## src/hw/qfa_regs.svh

```systemverilog
// constants of the quad spi flash array access block
`ifndef QFA_REGS_SVH
`define QFA_REGS_SVH
// command codes
`define QFA_CMD_QOUT_READ 8'h6b
`define QFA_CMD_QIO_READ 8'heb
`define QFA_CMD_PAGE_WRITE 8'h02
`define QFA_CMD_QPAGE_WRITE 8'h32
`define QFA_CMD_SECTOR_WIPE 8'h20
`define QFA_CMD_WRITE_UNLOCK 8'h06
`define QFA_CMD_WRITE_LOCK 8'h04
`define QFA_CMD_SET_WRAP 8'h77
// phase lengths in bits or clocks, continuous mode value, wrap off bit and fifo depth
`define QFA_ADDR_BITS 6'h18
`define QFA_BYTE_BITS 6'h08
`define QFA_QOUT_DUMMY 6'h08
`define QFA_QIO_DUMMY_SHORT 6'h06
`define QFA_QIO_DUMMY_LONG 6'h0a
`define QFA_MODE_CLOCKS 6'h02
`define QFA_CONT_MODE 2'h2
`define QFA_WRAP_OFF_BIT 4
`define QFA_FIFO_DEPTH 16
// timing
`define QFA_CLK_PERIOD_NS 4
`define QFA_PAGE_WRITE_TIME_US 1000
`define QFA_SECTOR_WIPE_TIME_US 100000
`endif

```

## src/hw/qfa_pkg.sv

```systemverilog
// types of the quad spi flash array access block
package qfa_pkg;
  typedef enum logic [3:0] {
    ST_IDLE, ST_CMD, ST_ADDR, ST_DUMMY, ST_DOUT,
    ST_PROG, ST_ERASE, ST_WRAP, ST_SKIP
  } qfa_state_t;
  typedef enum logic [2:0] {
    K_QOUT, K_QIO, K_PAGE, K_QPAGE, K_WIPE
  } qfa_kind_t;
  typedef struct packed {
    logic [23:0] addr;
    logic [7:0] data;
  } qfa_wr_t;
endpackage

```

## src/hw/qfa_top.sv

```systemverilog
// quad spi flash array access: command sequencer and program fifo
`timescale 1ns/1ps
`include "qfa_regs.svh"
`default_nettype none

// ==========================================
// fifo between page walker and array port
module qfa_fifo #(
  parameter int unsigned WIDTH = 32,
  parameter int unsigned DEPTH = 16
) (
  // clock and reset
  input wire logic clock_i,
  input wire logic srst_i,
  // fill side
  input wire logic in_valid_i,
  input wire logic [WIDTH-1:0] in_data_i,
  output logic in_ready_o,
  // drain side
  output logic out_valid_o,
  output logic [WIDTH-1:0] out_data_o,
  input wire logic out_ready_i
);
  localparam int unsigned AW = $clog2(DEPTH);
  logic [WIDTH-1:0] mem_reg [DEPTH];
  logic [AW:0] wr_ptr_reg, rd_ptr_reg;
  wire full_w = (wr_ptr_reg ^ rd_ptr_reg) == {1'b1, {AW{1'b0}}};
  wire empty_w = wr_ptr_reg == rd_ptr_reg;
  wire push_w = in_valid_i && !full_w;
  wire pop_w = out_ready_i && !empty_w;
  // status and read data
  assign in_ready_o = !full_w;
  assign out_valid_o = !empty_w;
  assign out_data_o = mem_reg[rd_ptr_reg[AW-1:0]];
  // storage has no reset, pointers do
  always_ff @(posedge clock_i) begin
    if (push_w) mem_reg[wr_ptr_reg[AW-1:0]] <= in_data_i;
  end
  always_ff @(posedge clock_i) begin
    if (srst_i) begin
      wr_ptr_reg <= '0;
      rd_ptr_reg <= '0;
    end else begin
      if (push_w) wr_ptr_reg <= wr_ptr_reg + 1'b1;
      if (pop_w) rd_ptr_reg <= rd_ptr_reg + 1'b1;
    end
  end
endmodule // qfa_fifo

// ==========================================
// device top
module qfa_top import qfa_pkg::*; #(
  parameter int unsigned PAGE_WRITE_CYCLES =
    (`QFA_PAGE_WRITE_TIME_US * 1000) / `QFA_CLK_PERIOD_NS,
  parameter int unsigned SECTOR_WIPE_CYCLES =
    (`QFA_SECTOR_WIPE_TIME_US * 1000) / `QFA_CLK_PERIOD_NS
) (
  // clock and reset
  input wire logic clock_i,
  input wire logic srst_i,
  // serial pins
  input wire logic cs_n_i,
  input wire logic sclk_i,
  input wire logic [3:0] lane_i,
  output logic [3:0] lane_o,
  output logic [3:0] lane_oe_o,
  // status bits
  input wire logic quad_lane_enable_bit_i,
  input wire logic dummy_cycle_select_bit_i,
  input wire logic [4:0] block_protect_field_i,
  output logic write_unlock_latch_o,
  output logic busy_writing_flag_o,
  // array read port
  output logic arr_rd_req_o,
  output logic [23:0] arr_rd_addr_o,
  input wire logic [7:0] arr_rd_data_i,
  input wire logic arr_rd_valid_i,
  // array program port
  output logic arr_wr_valid_o,
  output qfa_wr_t arr_wr_o,
  input wire logic arr_wr_ready_i,
  // array erase port
  output logic erase_req_o,
  output logic [23:0] erase_addr_o
);
  // ==========================================
  // pin synchronisers
  logic [2:0] cs_sync_reg, sclk_sync_reg;
  logic [3:0] lane_s1_reg, lane_s2_reg;
  always_ff @(posedge clock_i) begin
    if (srst_i) begin
      cs_sync_reg <= 3'h7;
      sclk_sync_reg <= 3'h0;
      lane_s1_reg <= 4'h0;
      lane_s2_reg <= 4'h0;
    end else begin
      cs_sync_reg <= {cs_sync_reg[1:0], cs_n_i};
      sclk_sync_reg <= {sclk_sync_reg[1:0], sclk_i};
      lane_s1_reg <= lane_i;
      lane_s2_reg <= lane_s1_reg;
    end
  end
  // edges seen after the second stage only
  wire cs_hi = cs_sync_reg[1];
  wire cs_fall_e = !cs_sync_reg[1] && cs_sync_reg[2];
  wire cs_rise_e = cs_sync_reg[1] && !cs_sync_reg[2];
  wire rise_e = sclk_sync_reg[1] && !sclk_sync_reg[2] && !cs_hi;
  wire fall_e = !sclk_sync_reg[1] && sclk_sync_reg[2] && !cs_hi;

  // ==========================================
  // state
  qfa_state_t state_reg, state_next;
  qfa_kind_t kind_reg, kind_next;
  logic [5:0] cnt_reg, cnt_nx;
  logic [31:0] sh_reg;
  logic [23:0] addr_reg;
  logic [7:0] off_reg;
  logic cont_reg, unlock_reg, busy_reg, any_byte_reg;
  logic wrap_en_reg;
  logic [1:0] wrap_len_reg;
  logic [7:0] pbuf_reg [256];
  logic [255:0] mask_reg;

  // protection: bp[2:0] sets size, bp[3] bottom, bp[4] 4k granules
  function automatic logic prot_hit(input logic [23:0] a,
                                    input logic [4:0] bp);
    logic [19:0] sz;
    logic [19:0] off;
    begin
      sz = bp[4] ? (20'h01000 << (bp[2:0] - 3'h1))
                 : (20'h10000 << (bp[2:0] - 3'h1));
      off = bp[3] ? a[19:0] : ~a[19:0];
      prot_hit = (bp[2:0] != 3'h0) && ((bp[2:0] > 3'h4) || (off < sz));
    end
  endfunction

  // lane width and shift decode
  wire quad_w = (kind_reg == K_QIO && (state_reg == ST_ADDR ||
                 state_reg == ST_DUMMY)) ||
                (kind_reg == K_QPAGE && state_reg == ST_PROG);
  wire [31:0] sh_next = quad_w ? {sh_reg[27:0], lane_s2_reg}
                               : {sh_reg[30:0], lane_s2_reg[0]};
  wire [5:0] step_w = (quad_w && state_reg != ST_DUMMY) ? 6'h04 : 6'h01;
  wire [5:0] cnt_inc = cnt_reg + step_w;
  wire [7:0] cmd_w = sh_next[7:0];
  wire [5:0] dummy_tgt = (kind_reg != K_QIO) ? `QFA_QOUT_DUMMY :
    (dummy_cycle_select_bit_i ? `QFA_QIO_DUMMY_LONG : `QFA_QIO_DUMMY_SHORT);
  wire cmd_done = rise_e && state_reg == ST_CMD &&
                  cnt_inc == `QFA_BYTE_BITS && !busy_reg;
  wire addr_done = rise_e && state_reg == ST_ADDR &&
                   cnt_inc == `QFA_ADDR_BITS;
  wire dout_enter = rise_e && state_reg == ST_DUMMY && cnt_inc == dummy_tgt;
  wire byte_in = rise_e && state_reg == ST_PROG && cnt_inc == `QFA_BYTE_BITS;
  wire prot_w = prot_hit(addr_reg, block_protect_field_i);
  wire prog_go = cs_rise_e && state_reg == ST_PROG && cnt_reg == 6'h00 &&
                 any_byte_reg && unlock_reg && !busy_reg && !prot_w;
  wire wipe_go = cs_rise_e && state_reg == ST_ERASE && unlock_reg &&
                 !busy_reg && !prot_w;

  // ==========================================
  // command sequencer
  always_comb begin
    state_next = state_reg;
    kind_next = kind_reg;
    cnt_nx = cnt_reg;
    if (cs_fall_e) begin
      cnt_nx = 6'h00;
      if (cont_reg && !busy_reg && quad_lane_enable_bit_i) begin
        state_next = ST_ADDR;
        kind_next = K_QIO;
      end else begin
        state_next = ST_CMD;
      end
    end else if (cs_hi) begin
      state_next = ST_IDLE;
    end else if (rise_e) begin
      cnt_nx = cnt_inc;
      case (state_reg)
        ST_CMD: begin
          if (cnt_inc == `QFA_BYTE_BITS) begin
            cnt_nx = 6'h00;
            state_next = ST_SKIP;
            if (!busy_reg) begin
              case (cmd_w)
                `QFA_CMD_QOUT_READ: begin
                  state_next = ST_ADDR;
                  kind_next = K_QOUT;
                end
                `QFA_CMD_QIO_READ: begin
                  if (quad_lane_enable_bit_i) begin
                    state_next = ST_ADDR;
                    kind_next = K_QIO;
                  end
                end
                `QFA_CMD_PAGE_WRITE: begin
                  if (unlock_reg) begin
                    state_next = ST_ADDR;
                    kind_next = K_PAGE;
                  end
                end
                `QFA_CMD_QPAGE_WRITE: begin
                  if (unlock_reg && quad_lane_enable_bit_i) begin
                    state_next = ST_ADDR;
                    kind_next = K_QPAGE;
                  end
                end
                `QFA_CMD_SECTOR_WIPE: begin
                  if (unlock_reg) begin
                    state_next = ST_ADDR;
                    kind_next = K_WIPE;
                  end
                end
                `QFA_CMD_SET_WRAP: state_next = ST_WRAP;
                default: state_next = ST_SKIP;
              endcase
            end
          end
        end
        ST_ADDR: begin
          if (cnt_inc == `QFA_ADDR_BITS) begin
            cnt_nx = 6'h00;
            case (kind_reg)
              K_QOUT, K_QIO: state_next = ST_DUMMY;
              K_PAGE, K_QPAGE: state_next = ST_PROG;
              default: state_next = ST_ERASE;
            endcase
          end
        end
        ST_DUMMY: begin
          if (cnt_inc == dummy_tgt) begin
            cnt_nx = 6'h00;
            state_next = ST_DOUT;
          end
        end
        ST_PROG: if (cnt_inc == `QFA_BYTE_BITS) cnt_nx = 6'h00;
        ST_ERASE: state_next = ST_SKIP;
        ST_WRAP: if (cnt_inc == `QFA_BYTE_BITS) state_next = ST_SKIP;
        default: cnt_nx = cnt_reg;
      endcase
    end
  end

  always_ff @(posedge clock_i) begin
    if (srst_i) begin
      state_reg <= ST_IDLE;
      kind_reg <= K_QOUT;
      cnt_reg <= 6'h00;
      sh_reg <= 32'h0;
    end else begin
      state_reg <= state_next;
      kind_reg <= kind_next;
      cnt_reg <= cnt_nx;
      if (rise_e) sh_reg <= sh_next;
    end
  end

  // ==========================================
  // address, mode, wrap and latch
  always_ff @(posedge clock_i) begin
    if (srst_i) begin
      addr_reg <= 24'h0;
      cont_reg <= 1'b0;
      wrap_en_reg <= 1'b0;
      wrap_len_reg <= 2'h0;
    end else begin
      if (addr_done) addr_reg <= sh_next[23:0];
      if (rise_e && state_reg == ST_DUMMY && kind_reg == K_QIO &&
          cnt_inc == `QFA_MODE_CLOCKS)
        cont_reg <= sh_next[5:4] == `QFA_CONT_MODE;
      if (rise_e && state_reg == ST_WRAP && cnt_inc == `QFA_BYTE_BITS) begin
        wrap_en_reg <= !sh_next[`QFA_WRAP_OFF_BIT];
        wrap_len_reg <= sh_next[6:5];
      end
    end
  end

  // start of a timed cycle beats a late unlock
  always_ff @(posedge clock_i) begin
    if (srst_i) unlock_reg <= 1'b0;
    else if (prog_go || wipe_go) unlock_reg <= 1'b0;
    else if (cmd_done && cmd_w == `QFA_CMD_WRITE_UNLOCK) unlock_reg <= 1'b1;
    else if (cmd_done && cmd_w == `QFA_CMD_WRITE_LOCK) unlock_reg <= 1'b0;
  end

  // ==========================================
  // page buffer: offset wraps inside the page
  wire prog_start = cmd_done && unlock_reg &&
                    (cmd_w == `QFA_CMD_PAGE_WRITE ||
                     cmd_w == `QFA_CMD_QPAGE_WRITE);
  always_ff @(posedge clock_i) begin
    if (byte_in) pbuf_reg[off_reg] <= sh_next[7:0];
  end
  always_ff @(posedge clock_i) begin
    if (srst_i) begin
      mask_reg <= '0;
      off_reg <= 8'h00;
      any_byte_reg <= 1'b0;
    end else if (prog_start) begin
      mask_reg <= '0;
      any_byte_reg <= 1'b0;
    end else begin
      if (addr_done) off_reg <= sh_next[7:0];
      if (byte_in) begin
        mask_reg[off_reg] <= 1'b1;
        off_reg <= off_reg + 8'h01;
        any_byte_reg <= 1'b1;
      end
    end
  end

  // ==========================================
  // walker pushes marked bytes into the fifo
  logic walk_act_reg;
  logic [7:0] walk_idx_reg;
  logic fifo_in_ready, fifo_out_valid, wr_valid_reg;
  qfa_wr_t fifo_out, wr_reg;
  qfa_wr_t push_data;
  wire push_valid = walk_act_reg && mask_reg[walk_idx_reg];
  wire walk_adv = walk_act_reg && (!mask_reg[walk_idx_reg] || fifo_in_ready);
  wire out_take = !wr_valid_reg || arr_wr_ready_i;
  assign push_data = '{addr: {addr_reg[23:8], walk_idx_reg},
                       data: pbuf_reg[walk_idx_reg]};

  qfa_fifo #(.WIDTH($bits(qfa_wr_t)), .DEPTH(`QFA_FIFO_DEPTH)) u_fifo (
    .clock_i(clock_i),
    .srst_i(srst_i),
    .in_valid_i(push_valid),
    .in_data_i(push_data),
    .in_ready_o(fifo_in_ready),
    .out_valid_o(fifo_out_valid),
    .out_data_o(fifo_out),
    .out_ready_i(out_take)
  );

  always_ff @(posedge clock_i) begin
    if (srst_i) begin
      walk_act_reg <= 1'b0;
      walk_idx_reg <= 8'h00;
    end else if (prog_go) begin
      walk_act_reg <= 1'b1;
      walk_idx_reg <= 8'h00;
    end else if (walk_adv) begin
      walk_idx_reg <= walk_idx_reg + 8'h01;
      if (walk_idx_reg == 8'hff) walk_act_reg <= 1'b0;
    end
  end

  // output stage keeps the port on flops
  always_ff @(posedge clock_i) begin
    if (srst_i) begin
      wr_valid_reg <= 1'b0;
      wr_reg <= '0;
    end else if (out_take) begin
      wr_valid_reg <= fifo_out_valid;
      wr_reg <= fifo_out;
    end
  end

  // ==========================================
  // busy timer; busy also covers draining
  logic [31:0] tmr_reg;
  logic erase_req_reg;
  logic [23:0] erase_addr_reg;
  wire drained = !walk_act_reg && !fifo_out_valid && !wr_valid_reg;
  always_ff @(posedge clock_i) begin
    if (srst_i) begin
      busy_reg <= 1'b0;
      tmr_reg <= 32'h0;
    end else if (prog_go || wipe_go) begin
      busy_reg <= 1'b1;
      tmr_reg <= prog_go ? 32'(PAGE_WRITE_CYCLES) : 32'(SECTOR_WIPE_CYCLES);
    end else if (busy_reg) begin
      if (tmr_reg != 32'h0) tmr_reg <= tmr_reg - 32'h1;
      else if (drained) busy_reg <= 1'b0;
    end
  end

  // sector base of any address given
  always_ff @(posedge clock_i) begin
    if (srst_i) begin
      erase_req_reg <= 1'b0;
      erase_addr_reg <= 24'h0;
    end else begin
      erase_req_reg <= wipe_go;
      if (wipe_go) erase_addr_reg <= {addr_reg[23:12], 12'h000};
    end
  end

  // ==========================================
  // read data path; one byte prefetched ahead
  logic rd_req_reg, half_reg;
  logic [23:0] rd_addr_reg;
  logic [7:0] nxt_reg;
  logic [3:0] lo_reg, lane_reg, oe_reg;
  wire use_wrap = wrap_en_reg && kind_reg == K_QIO;
  wire [7:0] wmask = ~(8'hf8 << wrap_len_reg);
  wire [23:0] addr_inc = rd_addr_reg + 24'h1;
  wire [23:0] addr_adv = use_wrap ?
    {rd_addr_reg[23:8], (rd_addr_reg[7:0] & ~wmask) | (addr_inc[7:0] & wmask)}
    : addr_inc;
  always_ff @(posedge clock_i) begin
    if (srst_i) begin
      rd_req_reg <= 1'b0;
      rd_addr_reg <= 24'h0;
      half_reg <= 1'b0;
      nxt_reg <= 8'h00;
      lo_reg <= 4'h0;
      lane_reg <= 4'h0;
      oe_reg <= 4'h0;
    end else begin
      rd_req_reg <= 1'b0;
      if (arr_rd_valid_i) nxt_reg <= arr_rd_data_i;
      if (dout_enter) begin
        rd_req_reg <= 1'b1;
        rd_addr_reg <= addr_reg;
        half_reg <= 1'b0;
      end
      if (cs_hi) begin
        oe_reg <= 4'h0;
      end else if (fall_e && state_reg == ST_DOUT) begin
        oe_reg <= 4'hf;
        half_reg <= !half_reg;
        if (!half_reg) begin
          lane_reg <= nxt_reg[7:4];
          lo_reg <= nxt_reg[3:0];
          rd_req_reg <= 1'b1;
          rd_addr_reg <= addr_adv;
        end else begin
          lane_reg <= lo_reg;
        end
      end
    end
  end

  // ==========================================
  // outputs
  assign lane_o = lane_reg;
  assign lane_oe_o = oe_reg;
  assign write_unlock_latch_o = unlock_reg;
  assign busy_writing_flag_o = busy_reg;
  assign arr_rd_req_o = rd_req_reg;
  assign arr_rd_addr_o = rd_addr_reg;
  assign arr_wr_valid_o = wr_valid_reg;
  assign arr_wr_o = wr_reg;
  assign erase_req_o = erase_req_reg;
  assign erase_addr_o = erase_addr_reg;
endmodule // qfa_top
`default_nettype wire

```

## config.mk

```make
export PLATFORM = sky130hd
export DESIGN_NAME = qfa_top
export DESIGN_NICKNAME = d
export VERILOG_FILES = /design/src/hw/qfa_pkg.sv /design/src/hw/qfa_top.sv
export VERILOG_INCLUDE_DIRS = /design/src /design/src/hw
export SDC_FILE = /design/constraint.sdc
export NUM_CORES = 2
export LEC_CHECK = 0
export ABC_CLOCK_PERIOD_IN_PS = 13600
export BUFFER_PORTS_ARGS = -buffer_cell sky130_fd_sc_hd__buf_2
export CORE_MARGIN = 2
export CORE_UTILIZATION = 42
export CTS_CLUSTER_DIAMETER = 200
export DETAILED_ROUTE_END_ITERATION = 8
export GPL_TIMING_DRIVEN = 0
export PLACE_DENSITY = 0.63
export REMOVE_ABC_BUFFERS = 1
export SLEW_MARGIN = 5
export SYNTH_ARGS = -nofsm -noshare
export SYNTH_HDL_FRONTEND = slang
export SYNTH_SLANG_ARGS = --single-unit
```

## constraint.sdc

```tcl
create_clock -name clock_i -period 13.6 [get_ports clock_i]
set_clock_uncertainty 0.2 [all_clocks]
set_input_delay 2.04 -clock clock_i [delete_from_list [all_inputs] [get_ports clock_i]]
set_output_delay 2.04 -clock clock_i [all_outputs]
set_load 0.03 [all_outputs]
```

==> out/results.ini <==
[sta]
min_period_ps = 8260
hold_viol_final = 0
final-max-slew-violation-count = 7
finalSetupViolCount = 0
relSlewSlack = -0.00714
layout_worst_path_cycle_share = 0.607
tns_ps = 0
worst_pin_slew_ps = 1510
max_freq_mhz = 121
rsz0062_at_grt = no
worst_slack_ps = 5340
holdWs_ps = 227

[routing]
drt-vias-per-instance = 5.82
ant_nets = 0
dr.pass1.iters = 5
post-route-drc-count = 0
first_iter_violations = 6325
avgRoutedWirePerCell_um = 27.6
routed_wl_um = 284000
via_count = 59800

[logic_synthesis]
ys_seq_area_frac = 0.730
muxShareOfSynthArea = 0.177
async_reset_ff_frac = 0
synth_flop_cell = edfxtp_1
synth_top_area_share = 0.647
synth_warnings = 0
synth_top_family_by_area = multiplexers
yosys.area_share.simple = 0.0348
ys_seq_elements = 3053
synth_edf_count = 2560
syn_avg_cell_area_um2 = 19.5
synth_area_leaders = edfxtp_1 65%, mux4_2 17%, dfxtp_1 8.3%
synthCells = 6091
synth_xor_area_frac = 0.00280
synth_fa_ha_area_frac = 0.00274
ys_types = 80
synth_compound_area_frac = 0.0372
synth_area_um2 = 119000
synth_largest_area_cell = edfxtp_1

[clock_tree]
clk_pin_slew_ps = 60
post_cts_buffers = 0
clockBufferDepth = 4
cts_made_buffers = 309
cts_sinks = 3053
cts_tree = yes
cts.repair.resized = 0
ctsHoldBuffers = 0
root_buffer = clkbuf_16
clock_latency_ps = 880
cts_max_level = 5

[final_layout]
syn_to_final_growth_pct = 14.2
final_area_um2 = 136000
fin_cells = 10300
final_layout_size_suffix_gt1_frac = 0.261
post-route-util = 0.481
largest_reg_flops = 2048
fin_nets = 6334

[place]
pre_cts_ws_ps = 5460
placed_area_um2 = 126000
dp.cells = 9715
io_buffers = 105
hpwl_um = 180000
gp_congestion = 0.788

[die]
core_um2 = 282000
placementRows = 195
die-area_um2 = 287000
start_util = 0.421
die_h_um = 536
io_pins = 118
chipWidth_um = 536

[grt]
grtUsageTotal = 0.196
grt_pass1_vias = 60100
grt_pass1_wl_um = 416000
grt_max_degree = 150
overflow = 0
antenna_found_initial = 15

[setup_path]
cp-start-kind = register
cp-end-kind = register
path_max_fanout = 25
critPathKind = register to register
cp.arrival_ps = 8510
cp.required_ps = 13850

[power]
p_leak_nw = 42.4
ir_drop_uv = 113
total_power_mw = 18.8
power.density_nw_per_um2 = 139

[worst_hold_path]
hold_class = register to register

[status]
status = complete, but fails checks
violations = capacitance limit, slew limit

[run]
max_cap_violations = 1

-- cell families after synthesis --
group                    count (synthesis)
buffers and inverters                  439
XOR/XNOR                                38
other                                    1
multiplexers                           980
flip-flops                            3053
AND/OR/NAND/NOR                        931
adder cells (fa/ha/maj)                 26
AO/OA/AOI/OAI                          623
-- cells in the final DEF, fill, tap and decap left out, types with 14 or more instances in the layout --
master     netlist  final
mux2i_1         72     72
clkbuf_1       232     73
nor2_1         450    448
dfxtp_1        493    476
buf_12           0     40
a21oi_1        110    110
xnor2_1         33     33
clkbuf_16        0    318
or3_1           17     17
nand4_1         20     20
a22oi_1         15     15
bufinv_16        0     24
o21ai_0         34     34
mux4_2         894    894
nor2b_1         36     33
and3_1          15     15
nor3_1          43     35
nand3_2          0     16
clkbuf_8         0     26
clkinv_2         0     53
buf_2           45    105
a211oi_1        51     51
nand3_1         68     52
clkinv_1         0     34
edfxtp_1      2560   2560
buf_16           0     58
inv_1           54     48
buf_4           24     34
a31oi_1         31     30
nand2_1        194    194
o21a_1         261    261
a221oi_1        14     14
ha_1            26     26
-- cells in the mapped netlist (8+ instances only) --
| cell | n |
|---|---|
| nand2_1 | 194 |
| o21ai_1 | 9 |
| nor2_1 | 450 |
| inv_1 | 54 |
| nor3b_1 | 11 |
| or4_1 | 8 |
| a22oi_1 | 15 |
| or3_1 | 17 |
| a221oi_1 | 14 |
| clkbuf_1 | 232 |
| o21a_1 | 261 |
| or2_2 | 10 |
| mux4_2 | 894 |
| nand3_1 | 68 |
| and2_1 | 20 |
| buf_2 | 45 |
| a31oi_1 | 31 |
| edfxtp_1 | 2560 |
| nand4_1 | 20 |
| nor4_1 | 9 |
| ha_1 | 26 |
| o21ai_0 | 34 |
| mux2_2 | 13 |
| a211oi_1 | 51 |
| nor2b_1 | 36 |
| a21oi_1 | 110 |
| a311oi_1 | 12 |
| nand2b_1 | 11 |
| dfxtp_1 | 493 |
| nor3_1 | 43 |
| xnor2_1 | 33 |
| mux2i_1 | 72 |
| buf_1 | 84 |
| buf_4 | 24 |
| and3_1 | 15 |
-- per-layer routing --
layer | vias up | GRT usage | wire (um)
li1 | 25200 | - | -
met1 | 31900 | 0.276 | 120000
met2 | 2217 | 0.312 | 135000
met3 | 488 | 0.0334 | 19700
met4 | 6 | 0.0597 | 8810
met5 | - | 0 | 36
-- critical path: stages (launching register included) --
cell     delay [ps]
dfxtp_1         610
or3b_2          530
a21oi_2         790
nand2_1         200
ha_1            310
ha_1            390
nor3_1          530
inv_1           150
or4_1           730
nor2_2         1070
nand3_2         930
buf_16          450
nor2_1          910
-- final timing paths --
check                       from          endpoint  slack (ps)  cells after the start
setup / recovery    state_reg[1]  pbuf_reg[111][3]        5340                     12
hold / removal    lane_s1_reg[0]    lane_s2_reg[0]         230                      1
hold reg to reg   lane_s1_reg[0]    lane_s2_reg[0]         230                      1
setup reg to reg    state_reg[1]  pbuf_reg[111][3]        5340                     12
-- area by class of cell --
type / count / area, um^2
clock inverters: 138 / 1470
repair buffers: 255 / 3400
diodes: 6 / 15.0
well taps: 3743 / 4680
flip-flops and latches: 3053 / 86800
multi-input cells: 2610 / 30500
clock buffers: 417 / 8590
inverters: 54 / 248
fillers: 22800 / 146000
-- where the power goes --
group	internal, mW	leakage, nW	total [mW]	switching [mW]
combinational	0.160	9.70	0.339	0.179
sequential	10.0	27.8	10.1	0.0298
clock	4.91	4.92	8.45	3.54
No activity file was read; power rests on OpenSTA's default activity.
